--- config.mk ---
export PLATFORM = sky130hd
export DESIGN_NAME = position_reached_status
export DESIGN_NICKNAME = d
export VERILOG_FILES = /design/src/design/pos_status_pkg.sv /design/src/design/position_reached_status.sv /design/src/design/settle_timer.sv
export VERILOG_INCLUDE_DIRS = /design/src /design/src/design
export SDC_FILE = /design/constraint.sdc
export NUM_CORES = 1
export LEC_CHECK = 0
export BUFFER_PORTS_ARGS = -buffer_cell sky130_fd_sc_hd__buf_2
export CAP_MARGIN = 0
export CORE_MARGIN = 3
export CORE_UTILIZATION = 57
export DETAILED_ROUTE_END_ITERATION = 12
export PLACE_DENSITY = 0.8
export SYNTH_ARGS = -nofsm -noshare
export SYNTH_HDL_FRONTEND = slang
export SYNTH_SLANG_ARGS = --single-unit
--- constraint.sdc ---
create_clock -name MCLK -period 11.37 [get_ports MCLK]
set_clock_uncertainty 0.05 [all_clocks]
set_input_delay 0.5685 -clock MCLK [delete_from_list [all_inputs] [get_ports MCLK]]
set_output_delay 0.5685 -clock MCLK [all_outputs]
set_load 0.005 [all_outputs]
--- src/design/pos_status_params.svh ---
// object indices, field positions, reset values and timing counts
`ifndef POS_STATUS_PARAMS_SVH
`define POS_STATUS_PARAMS_SVH

`define IDX_STATE_WORD      16'h6041
`define IDX_POS_THRESHOLD   16'h6067
`define IDX_POS_SETTLE      16'h6068

`define SW_IN_POS_BIT       10
`define SW_MODE_BIT         12
`define SW_FOLLOW_ERR_BIT   13
`define SW_RSVD_HI          15
`define SW_RSVD_LO          14

`define POS_THRESHOLD_RST   32'h0000_0000
`define POS_SETTLE_RST      16'h0000

`define MS_STEP_NS          1000000
`define MCLK_PERIOD_NS      100
`define CYC_PER_MS          (`MS_STEP_NS / `MCLK_PERIOD_NS)

`endif

--- src/design/pos_status_pkg.sv ---
// types shared by the in-position status logic
package pos_status_pkg;

	typedef struct packed {
		logic op_enabled;
		logic setpoints_released;
		logic gen_done;
		logic halt_req;
		logic axis_at_rest;
	} motion_state_t;

	typedef struct packed {
		logic        wr;
		logic [15:0] index;
		logic [31:0] wdata;
	} obj_write_t;

	typedef struct packed {
		logic [31:0] data;
		logic        hit;
	} obj_read_t;

endpackage

--- src/design/position_reached_status.sv ---
// in-position and following-error bits of the drive state word
`timescale 1ns/1ps
`include "pos_status_params.svh"

module position_reached_status
	import pos_status_pkg::*;
#(
	parameter int unsigned CYC_PER_MS = `CYC_PER_MS
) (
	input  wire logic          MCLK,
	input  wire logic          SYS_RST,
	input  wire motion_state_t MOTION,
	input  wire logic [31:0]   DEMAND_POS,
	input  wire logic [31:0]   ACTUAL_POS,
	input  wire logic [31:0]   FOLLOW_ERR_WINDOW,
	input  wire logic [15:0]   FOLLOW_ERR_TIMEOUT_MS,
	input  wire logic          MODE_SPEC_BIT12,
	input  wire logic [15:0]   OTHER_STATE_BITS,
	input  wire obj_write_t    OBJ_WR,
	input  wire logic [15:0]   OBJ_RD_INDEX,
	output obj_read_t          OBJ_RD,
	output logic [15:0]        STATE_WORD
);

	logic [31:0] threshold_r;
	logic [31:0] threshold_nxt;
	logic [15:0] settle_r;
	logic [15:0] settle_nxt;
	logic [15:0] word_r;
	logic [15:0] word_nxt;
	obj_read_t   rd_r;
	obj_read_t   rd_nxt;

	logic [32:0] dev;
	logic [32:0] dev_mag;
	logic [32:0] fe_mag;
	logic        in_win;
	logic        fe_out;
	logic        settled;
	logic        fe_timed_out;
	logic        pos_done;
	logic        in_pos;

	// signed deviation, one bit wider so no wrap
	always_comb begin
		dev     = {DEMAND_POS[31], DEMAND_POS} - {ACTUAL_POS[31], ACTUAL_POS};
		dev_mag = dev[32] ? (33'h0 - dev) : dev;
		fe_mag  = dev_mag;
		in_win  = dev_mag <= {1'b0, threshold_r};
		fe_out  = fe_mag > {1'b0, FOLLOW_ERR_WINDOW};
	end

	settle_timer #(
		.CYC_PER_MS (CYC_PER_MS)
	) u_settle (
		.clk      (MCLK),
		.rst      (SYS_RST),
		.cond     (in_win),
		.limit_ms (settle_r),
		.done     (settled)
	);

	settle_timer #(
		.CYC_PER_MS (CYC_PER_MS)
	) u_follow (
		.clk      (MCLK),
		.rst      (SYS_RST),
		.cond     (fe_out),
		.limit_ms (FOLLOW_ERR_TIMEOUT_MS),
		.done     (fe_timed_out)
	);

	// flag meaning switches with the halt request
	always_comb begin
		pos_done = MOTION.op_enabled && MOTION.setpoints_released &&
			MOTION.gen_done && settled && in_win;
		if (MOTION.halt_req) begin
			in_pos = MOTION.axis_at_rest;
		end else begin
			in_pos = pos_done;
		end
	end

	// state word assembly
	always_comb begin
		word_nxt = OTHER_STATE_BITS;
		word_nxt[`SW_IN_POS_BIT]     = in_pos;
		word_nxt[`SW_MODE_BIT]       = MODE_SPEC_BIT12;
		word_nxt[`SW_FOLLOW_ERR_BIT] = fe_timed_out;
		word_nxt[`SW_RSVD_HI]        = 1'b0;
		word_nxt[`SW_RSVD_LO]        = 1'b0;
	end

	// object writes; the state word itself is read only
	always_comb begin
		threshold_nxt = threshold_r;
		settle_nxt    = settle_r;
		if (OBJ_WR.wr) begin
			if (OBJ_WR.index == `IDX_POS_THRESHOLD) begin
				threshold_nxt = OBJ_WR.wdata;
			end
			if (OBJ_WR.index == `IDX_POS_SETTLE) begin
				settle_nxt = OBJ_WR.wdata[15:0];
			end
		end
	end

	// object reads; unmapped index returns zero with no hit
	always_comb begin
		rd_nxt.data = 32'h0000_0000;
		rd_nxt.hit  = 1'b1;
		unique case (OBJ_RD_INDEX)
			`IDX_STATE_WORD: begin
				rd_nxt.data = {16'h0000, word_r};
			end
			`IDX_POS_THRESHOLD: begin
				rd_nxt.data = threshold_r;
			end
			`IDX_POS_SETTLE: begin
				rd_nxt.data = {16'h0000, settle_r};
			end
			default: begin
				rd_nxt.hit = 1'b0;
			end
		endcase
	end

	always_ff @(posedge MCLK) begin
		if (SYS_RST) begin
			threshold_r <= `POS_THRESHOLD_RST;
			settle_r    <= `POS_SETTLE_RST;
			word_r      <= 16'h0000;
			rd_r        <= '0;
		end else begin
			threshold_r <= threshold_nxt;
			settle_r    <= settle_nxt;
			word_r      <= word_nxt;
			rd_r        <= rd_nxt;
		end
	end

	assign STATE_WORD = word_r;
	assign OBJ_RD     = rd_r;
endmodule // position_reached_status

--- src/design/settle_timer.sv ---
// millisecond qualification timer, restarted whenever its condition drops
`timescale 1ns/1ps
module settle_timer #(
	parameter int unsigned CYC_PER_MS = 10000
) (
	input  wire logic        clk,
	input  wire logic        rst,
	input  wire logic        cond,
	input  wire logic [15:0] limit_ms,
	output logic             done
);
	localparam int unsigned PW = $clog2(CYC_PER_MS + 1);
	localparam logic [PW-1:0] PRE_LAST = PW'(CYC_PER_MS - 1);

	logic [PW-1:0] pre_r;
	logic [PW-1:0] pre_nxt;
	logic [15:0]   ms_r;
	logic [15:0]   ms_nxt;
	logic          done_r;
	logic          done_nxt;

	// counts whole ms while cond holds; any drop restarts the count
	always_comb begin
		pre_nxt  = '0;
		ms_nxt   = '0;
		done_nxt = 1'b0;
		if (cond) begin
			pre_nxt = pre_r;
			ms_nxt  = ms_r;
			if (ms_r >= limit_ms) begin
				done_nxt = 1'b1;
			end else if (pre_r == PRE_LAST) begin
				pre_nxt = '0;
				ms_nxt  = ms_r + 16'h0001;
			end else begin
				pre_nxt = pre_r + PW'(1);
			end
		end
	end

	always_ff @(posedge clk) begin
		if (rst) begin
			pre_r  <= '0;
			ms_r   <= 16'h0000;
			done_r <= 1'b0;
		end else begin
			pre_r  <= pre_nxt;
			ms_r   <= ms_nxt;
			done_r <= done_nxt;
		end
	end

	assign done = done_r;
endmodule // settle_timer

# Word-level counts from Yosys, hierarchy flattened

Index checks and enable logic that the tools add are counted.

Muxes and demuxes: 8
Reductions and logical operators: 11
Equality and inequality tests: 7
Magnitude comparators: 4
$add $sub $neg: 6
Bitwise gates (word level): 4

Operators by type and width:

| kind                    | number |
|---|---|
| $pmux W32 S3            | 1 |
| $eq A16 B15 Y1 const B  | 5 |
| $gt A33 B32 Y1          | 1 |
| $le A33 B32 Y1          | 1 |
| $mux W33                | 1 |
| $sub A1 B33 Y33 const A | 1 |
| $sub A32 B32 Y33        | 1 |
| $add A16 B1 Y16 const B | 2 |
| $ge A16 B16 Y1          | 2 |
| $add A14 B1 Y14 const B | 2 |
| $eq A14 B14 Y1 const B  | 2 |
| $mux W14                | 2 |
| $reduce_and A2 Y1       | 4 |
| $logic_and A1 B1 Y1     | 4 |
| $mux W1                 | 4 |
| $not A1 Y1              | 4 |
| $reduce_or A2 Y1        | 2 |
| $reduce_or A3 Y1        | 1 |

Input bits: 201
Register bits after elaboration: 159
Output and inout bits: 49
Word-level logic and storage cells: 52

# Logic depth before layout (Yosys ltp)

Depth in word-level cells: 6
Depth in mapped cells: 25
Depth with buffers taken out: 24

# Modules after synthesis

A second synthesis with hierarchy kept.

Cell total of the unflattened synthesis: 1438
Area, all modules: 11696.2 um2

Modules (own cells, without submodules):

| module                  | area each (um2) | times used | cells each | seq. area each (um2) |
|---|---|---|---|---|
| position_reached_status | 7762.4          | 1          | 956        | 1901.8 |
| settle_timer            | 1966.9          | 2          | 241        | 620.6 |

# Least setup slack after synthesis

OpenSTA, ideal clock, no wires.

Path type: input -> register
From: input port DEMAND_POS[0]
To: register u_follow.pre_r[0]
Required time: 11.187 ns
Setup slack: 5.651 ns
Buffers on the path: 1
Data arrival time: 5.537 ns
Library setup time: 0.133 ns
Stages on the path: 22
Cells stage by stage: inv_1 ha_1 fa_1 nand2b_1 nand2b_1 a21oi_1 xnor2_1 or4_4 nor3_2 or4b_4 or3_4 o21ai_0 xor2_1 ha_1 a21o_1 a21o_1 a2111oi_0 o21ai_0 o311a_1 a41oi_1 clkbuf_1 nor3_1

Longest elaborated chain between the ends: 6

Ends and longest elaborated chain:

| element                        | line                          | RTL |
|---|---|---|
| from (decl)                    | position_reached_status.sv:13 | `input wire logic [31:0] DEMAND_POS,` |
| $sub A32 B32 Y33 (*)           | position_reached_status.sv:46 | `dev = {DEMAND_POS[31], DEMAND_POS} - {ACTUAL_POS[31], ACTUAL_POS};` |
| $sub A1 B33 Y33                | position_reached_status.sv:47 | `dev_mag = dev[32] ? (33'h0 - dev) : dev;` |
| $mux W33 (*)                   | position_reached_status.sv:47 |  |
| $gt A33 B32 Y1 (*)             | position_reached_status.sv:50 | `fe_out = fe_mag > {1'b0, FOLLOW_ERR_WINDOW};` |
| $not A1 Y1 (no line) (*)       | --                            |  |
| $reduce_or A2 Y1 (no line) (*) | --                            |  |
| to (signal assigned)           | settle_timer.sv:47            | `pre_r <= pre_nxt;` |
| to (decl)                      | settle_timer.sv:15            | `logic [PW-1:0] pre_r;` |

Mark *: on every way between the ends. The rest lies on a longest branch, timed or not.
A chain may end at the register's enable or synchronous reset.

# Final worst setup path

From: input port DEMAND_POS[0]
To: register u_follow.pre_r[8]

Same word-level chain as after synthesis.

==> flow_results.org <==
** Route
- DRT antenna net count :: 0
- Mean number of vias per cell :: 5.551
- Total Wirelength :: around 29000 um
- Number of DRC violations after detailed routing :: 0
- In the final routed layout, each cell accounts on average for roughly 16 um.
- Via count :: roughly 10000
- DR pass1 iterations :: 8
- After the first detailed-routing iteration, the DRC count stood at 544.

** Logic synthesis
- Yosys printed 0 warnings.
- Share of the yosys chip area belonging to registers :: 0.2794
- The average instance in the mapped netlist occupies 8.147 um2.
- For this run, asynchronously set or reset flops after synthesis account for 0.
- Proportion of synthesized area in mux cells :: 0.04915
- Of the total synthesized cell area, the portion taken by full adders, half adders and majority gates is 0.1497.
- Combinational family with the most area after synthesis :: simple AND/OR/NAND/NOR gates
- Synth Area in Simple Gates :: 0.2214
- Cells after Synth :: between 1000 and 1500
- Synthesized-area fraction occupied by ao, oa, aoi and oai cells :: 0.1546
- The netlist uses 85 different library cells.
- EDFF count, synth :: 0
- After synthesis the cells add up to 11250 um2.
- Xor and xnor fraction of the mapped netlist area :: 0.07863
- For this run, the leading register cell type out of synthesis is sky130_fd_sc_hd__dfxtp_1.
- Number of flip-flops and latches in the synthesized netlist :: approximately 160

** Layout
- At the end of the flow, the number of nets in the layout was 1947.
- The finished layout holds 1888 standard cells, fillers aside.
- In the final layout, the share of cells above drive strength 1 is 0.1969.
- The area growth from synthesis to layout is 18.32%.
- Commonest cells after routing, fill and taps aside :: sky130_fd_sc_hd__buf_2 (242), sky130_fd_sc_hd__nor2_1 (172), sky130_fd_sc_hd__dfxtp_1 (157)
- Most common cell after layout, fill and taps aside :: sky130_fd_sc_hd__buf_2

** Setup path
- Worst path arrival time :: 6.58 ns
- Register-to-Register Setup Slack :: 7.10 ns
- Beginning of the critical path :: DEMAND_POS[0]
- The endpoint identified for the worst register-to-register timing path is u_follow.ms_r[11]$_SDFFE_PP0P_.
- Data required time of the critical path :: 11.59 ns
- STA classifies the critical path startpoint as an input port.
- Of all nets on the critical path, the largest fanout is 31.
- The worst setup path is captured at a register.
- CP Capture Point :: u_follow.pre_r[8]$_SDFFE_PP0N_
- Start of the worst register-to-register path :: u_follow.ms_r[0]$_SDFFE_PP0P_
- The setup path with the least slack is of type in -> reg.
- The worst register-to-register path has a depth of 12.

** STA
- Worst-margin pin slew :: 1.056 ns
- Final period utilization :: 0.5585
- Number of max-slew violations in the final report :: 0
- Hold violation count in the final report :: 0
- Relative max-transition margin :: 0.2864
- Maximum clock frequency :: 157.5 MHz
- After routing, the total negative slack on setup checks comes to 0 ns.
- The worst path in the final design needs a cycle of 6.351 ns, including I/O delays and setup.
- Final setup fails :: 0
- Unrepaired setup endpoints after global routing :: no
- On the final layout, the worst hold slack is 0.2981 ns.

** Floorplanning
- The die is 146.5 um wide.
- Measured along the y axis, the die boundary spans 146.5 um.
- Floorplan die area :: between 20000 and 25000 um2
- The floorplan has 50 rows.
- I/O Pins :: 250
- Initial cell density of the core :: 0.5916
- In this run the standard cell core region covers 19020 um2.

** Global routing
- Via count of the first global-routing pass :: around 9900
- Largest net degree at the start of global routing :: 67
- The number of antenna violations at the first check in global routing is 2.
- The first global-routing pass estimated 47730 um of wire.
- Across every metal layer, demand over resource in global routing totals 0.2677.
- After global routing the overflow that remains totals 0.

** Clocking
- CTS built an H-tree with a depth of 4.
- Counting along the longest clock path gives a buffer depth of 2.
- The clock net in this run drives a total of roughly 160 sinks.
- TritonCTS built the clock tree.
- Clock slew at the register clock pins of the worst setup and hold paths :: approximately 0.070 ns
- The tree is rooted in a sky130_fd_sc_hd__clkbuf_16.
- Post-cts hold buffer count :: 0
- The number of gates resized after CTS was 0.
- Post-CTS timing repair inserted 0 buffers for setup.
- Clock insertion delay at the later pin of the skew report :: 0.43 ns
- Buffers inserted during clock tree synthesis total 17.

** Place
- After detailed placement, the design holds a cell count of 1853.
- GPL Wtd Cong :: 0.8949
- Port Buffers :: 242
- Post-detail-place hpwl :: 23390 um

** Power
- Power density over the cells :: 121.8 nW/um2
- The analysis attributes to cell leakage a power of 5.919 nW.
- Across the VDD grid, the largest voltage drop is 0.1005 mV.

** Run status
- Outcome :: finished clean

** Worst hold path
- Hold WC Path Type :: in -> reg

** Run
- Number of maximum-capacitance violations :: 0
## sequential cells by signal, summed over array words and instances (netlist names), 14 cells and up
signal,flops
OBJ_RD,33
STATE_WORD,14
settle_r,16
threshold_r,32
u_settle.pre_r,14
u_follow.ms_r,16
u_settle.ms_r,16
u_follow.pre_r,14
## synthesized netlist by cell type (4+ instances only)
library cell | number | share of area
sky130_fd_sc_hd__a311oi_1 | 4 | 0.0031
sky130_fd_sc_hd__a21o_1 | 39 | 0.026
sky130_fd_sc_hd__nand2b_1 | 13 | 0.0072
sky130_fd_sc_hd__clkbuf_1 | 33 | 0.011
sky130_fd_sc_hd__o21a_1 | 4 | 0.0027
sky130_fd_sc_hd__a211oi_1 | 6 | 0.0040
sky130_fd_sc_hd__nor4b_1 | 7 | 0.0054
sky130_fd_sc_hd__xnor2_1 | 48 | 0.037
sky130_fd_sc_hd__nor2b_1 | 26 | 0.014
sky130_fd_sc_hd__nand2_1 | 72 | 0.024
sky130_fd_sc_hd__a31oi_1 | 8 | 0.0044
sky130_fd_sc_hd__dfxtp_1 | 157 | 0.28
sky130_fd_sc_hd__nor3_1 | 25 | 0.011
sky130_fd_sc_hd__a222oi_1 | 14 | 0.012
sky130_fd_sc_hd__o31ai_1 | 6 | 0.0040
sky130_fd_sc_hd__a21boi_0 | 5 | 0.0033
sky130_fd_sc_hd__o21ai_0 | 48 | 0.021
sky130_fd_sc_hd__nor2_1 | 173 | 0.058
sky130_fd_sc_hd__ha_1 | 133 | 0.15
sky130_fd_sc_hd__and4_1 | 9 | 0.0070
sky130_fd_sc_hd__and2_1 | 8 | 0.0044
sky130_fd_sc_hd__nand4_1 | 40 | 0.022
sky130_fd_sc_hd__a21oi_1 | 69 | 0.031
sky130_fd_sc_hd__xor2_1 | 53 | 0.041
sky130_fd_sc_hd__nor2_2 | 4 | 0.0022
sky130_fd_sc_hd__nor3_2 | 7 | 0.0062
sky130_fd_sc_hd__o211ai_1 | 7 | 0.0047
sky130_fd_sc_hd__inv_1 | 148 | 0.049
sky130_fd_sc_hd__mux2i_1 | 53 | 0.047
sky130_fd_sc_hd__or3_1 | 12 | 0.0067
sky130_fd_sc_hd__nand3_1 | 33 | 0.015
sky130_fd_sc_hd__and3_1 | 30 | 0.017
sky130_fd_sc_hd__nor4_1 | 10 | 0.0056
## stage by stage
stage | setup WS, ns | cell area [um2] | power (W) | utilization
2_1_floorplan | 5.651 | 11250 | 0.0009388 | -
3_3_place_gp | 4.668 | 12720 | 0.001055 | 0.6691
3_5_place_dp | 4.598 | 12720 | 0.001072 | 0.6691
4_1_cts | 5.044 | 13300 | 0.001628 | 0.6995
5_1_grt | 4.380 | 13310 | 0.001721 | 0.6998
6_report | 5.019 | 13310 | 0.001621 | 0.6999
## routing by layer
metal	track usage	wire [um]	share of wire	vias to the layer above
li1	-	-	-	5334
met1	0.3609	13450	0.46	4762
met2	0.4439	13610	0.46	343
met3	0.04469	1839	0.062	41
met4	0.07526	559	0.019	0
met5	0	0	0	-
## power by group
group	internal (W)	switching (W)
clock network	0.000310	0.000245
registers	0.000555	0.00000379
logic	0.000213	0.000294
## critical path, stage by stage
cell                        delay (ns)
sky130_fd_sc_hd__buf_2            0.07
sky130_fd_sc_hd__inv_1            0.05
sky130_fd_sc_hd__ha_1             0.23
sky130_fd_sc_hd__fa_1             0.40
sky130_fd_sc_hd__nand2b_1         0.19
sky130_fd_sc_hd__nand2b_1         0.09
sky130_fd_sc_hd__a21oi_1          0.08
sky130_fd_sc_hd__xnor2_1          0.23
sky130_fd_sc_hd__or4_4            0.58
sky130_fd_sc_hd__or3_1            0.43
sky130_fd_sc_hd__nor4_1           0.72
sky130_fd_sc_hd__nor4b_2          0.45
sky130_fd_sc_hd__nor2_1           0.09
sky130_fd_sc_hd__xnor2_1          0.30
sky130_fd_sc_hd__ha_1             0.32
sky130_fd_sc_hd__and4_1           0.21
sky130_fd_sc_hd__a2111oi_0        0.32
sky130_fd_sc_hd__o21ai_0          0.15
sky130_fd_sc_hd__o311a_1          0.16
sky130_fd_sc_hd__a41oi_4          0.77
sky130_fd_sc_hd__nor3_1           0.13
## worst min-delay path by stage
stage	start	endpoint	slack [ns]	depth (start not counted)
after floorplan	u_follow.done$_SDFF_PP0_	STATE_WORD[13]$_SDFF_PP0_	0.36	1
after global placement	u_follow.done$_SDFF_PP0_	STATE_WORD[13]$_SDFF_PP0_	0.40	1
after detailed placement	u_follow.done$_SDFF_PP0_	STATE_WORD[13]$_SDFF_PP0_	0.40	1
after CTS	MOTION[1]	STATE_WORD[10]$_SDFF_PP0_	0.29	2
after global routing	MOTION[1]	STATE_WORD[10]$_SDFF_PP0_	0.29	2
final	MOTION[1]	STATE_WORD[10]$_SDFF_PP0_	0.30	2
## cells by family after synthesis
logic type	after synthesis
AO/OA/AOI/OAI	256
XOR/XNOR	101
adder cells (fa/ha/maj)	134
buffers and inverters	189
flip-flops	157
multiplexers	55
other	1
AND/OR/NAND/NOR	488
## cell type report
| cell class | instances | area [um2] |
|---|---|---|
| Fill cell | 1638 | 5707 |
| Tap cell | 260 | 325.3 |
| Clock buffer | 18 | 429.2 |
| Multi-Input combinational cell | 1036 | 7415 |
| Clock inverter | 14 | 150.1 |
| Sequential cell | 157 | 3143 |
| Antenna cell | 3 | 7.507 |
| Inverter | 148 | 555.5 |
| Timing Repair Buffer | 252 | 1286 |
Note: power is estimated with default switching activity, not from simulation.
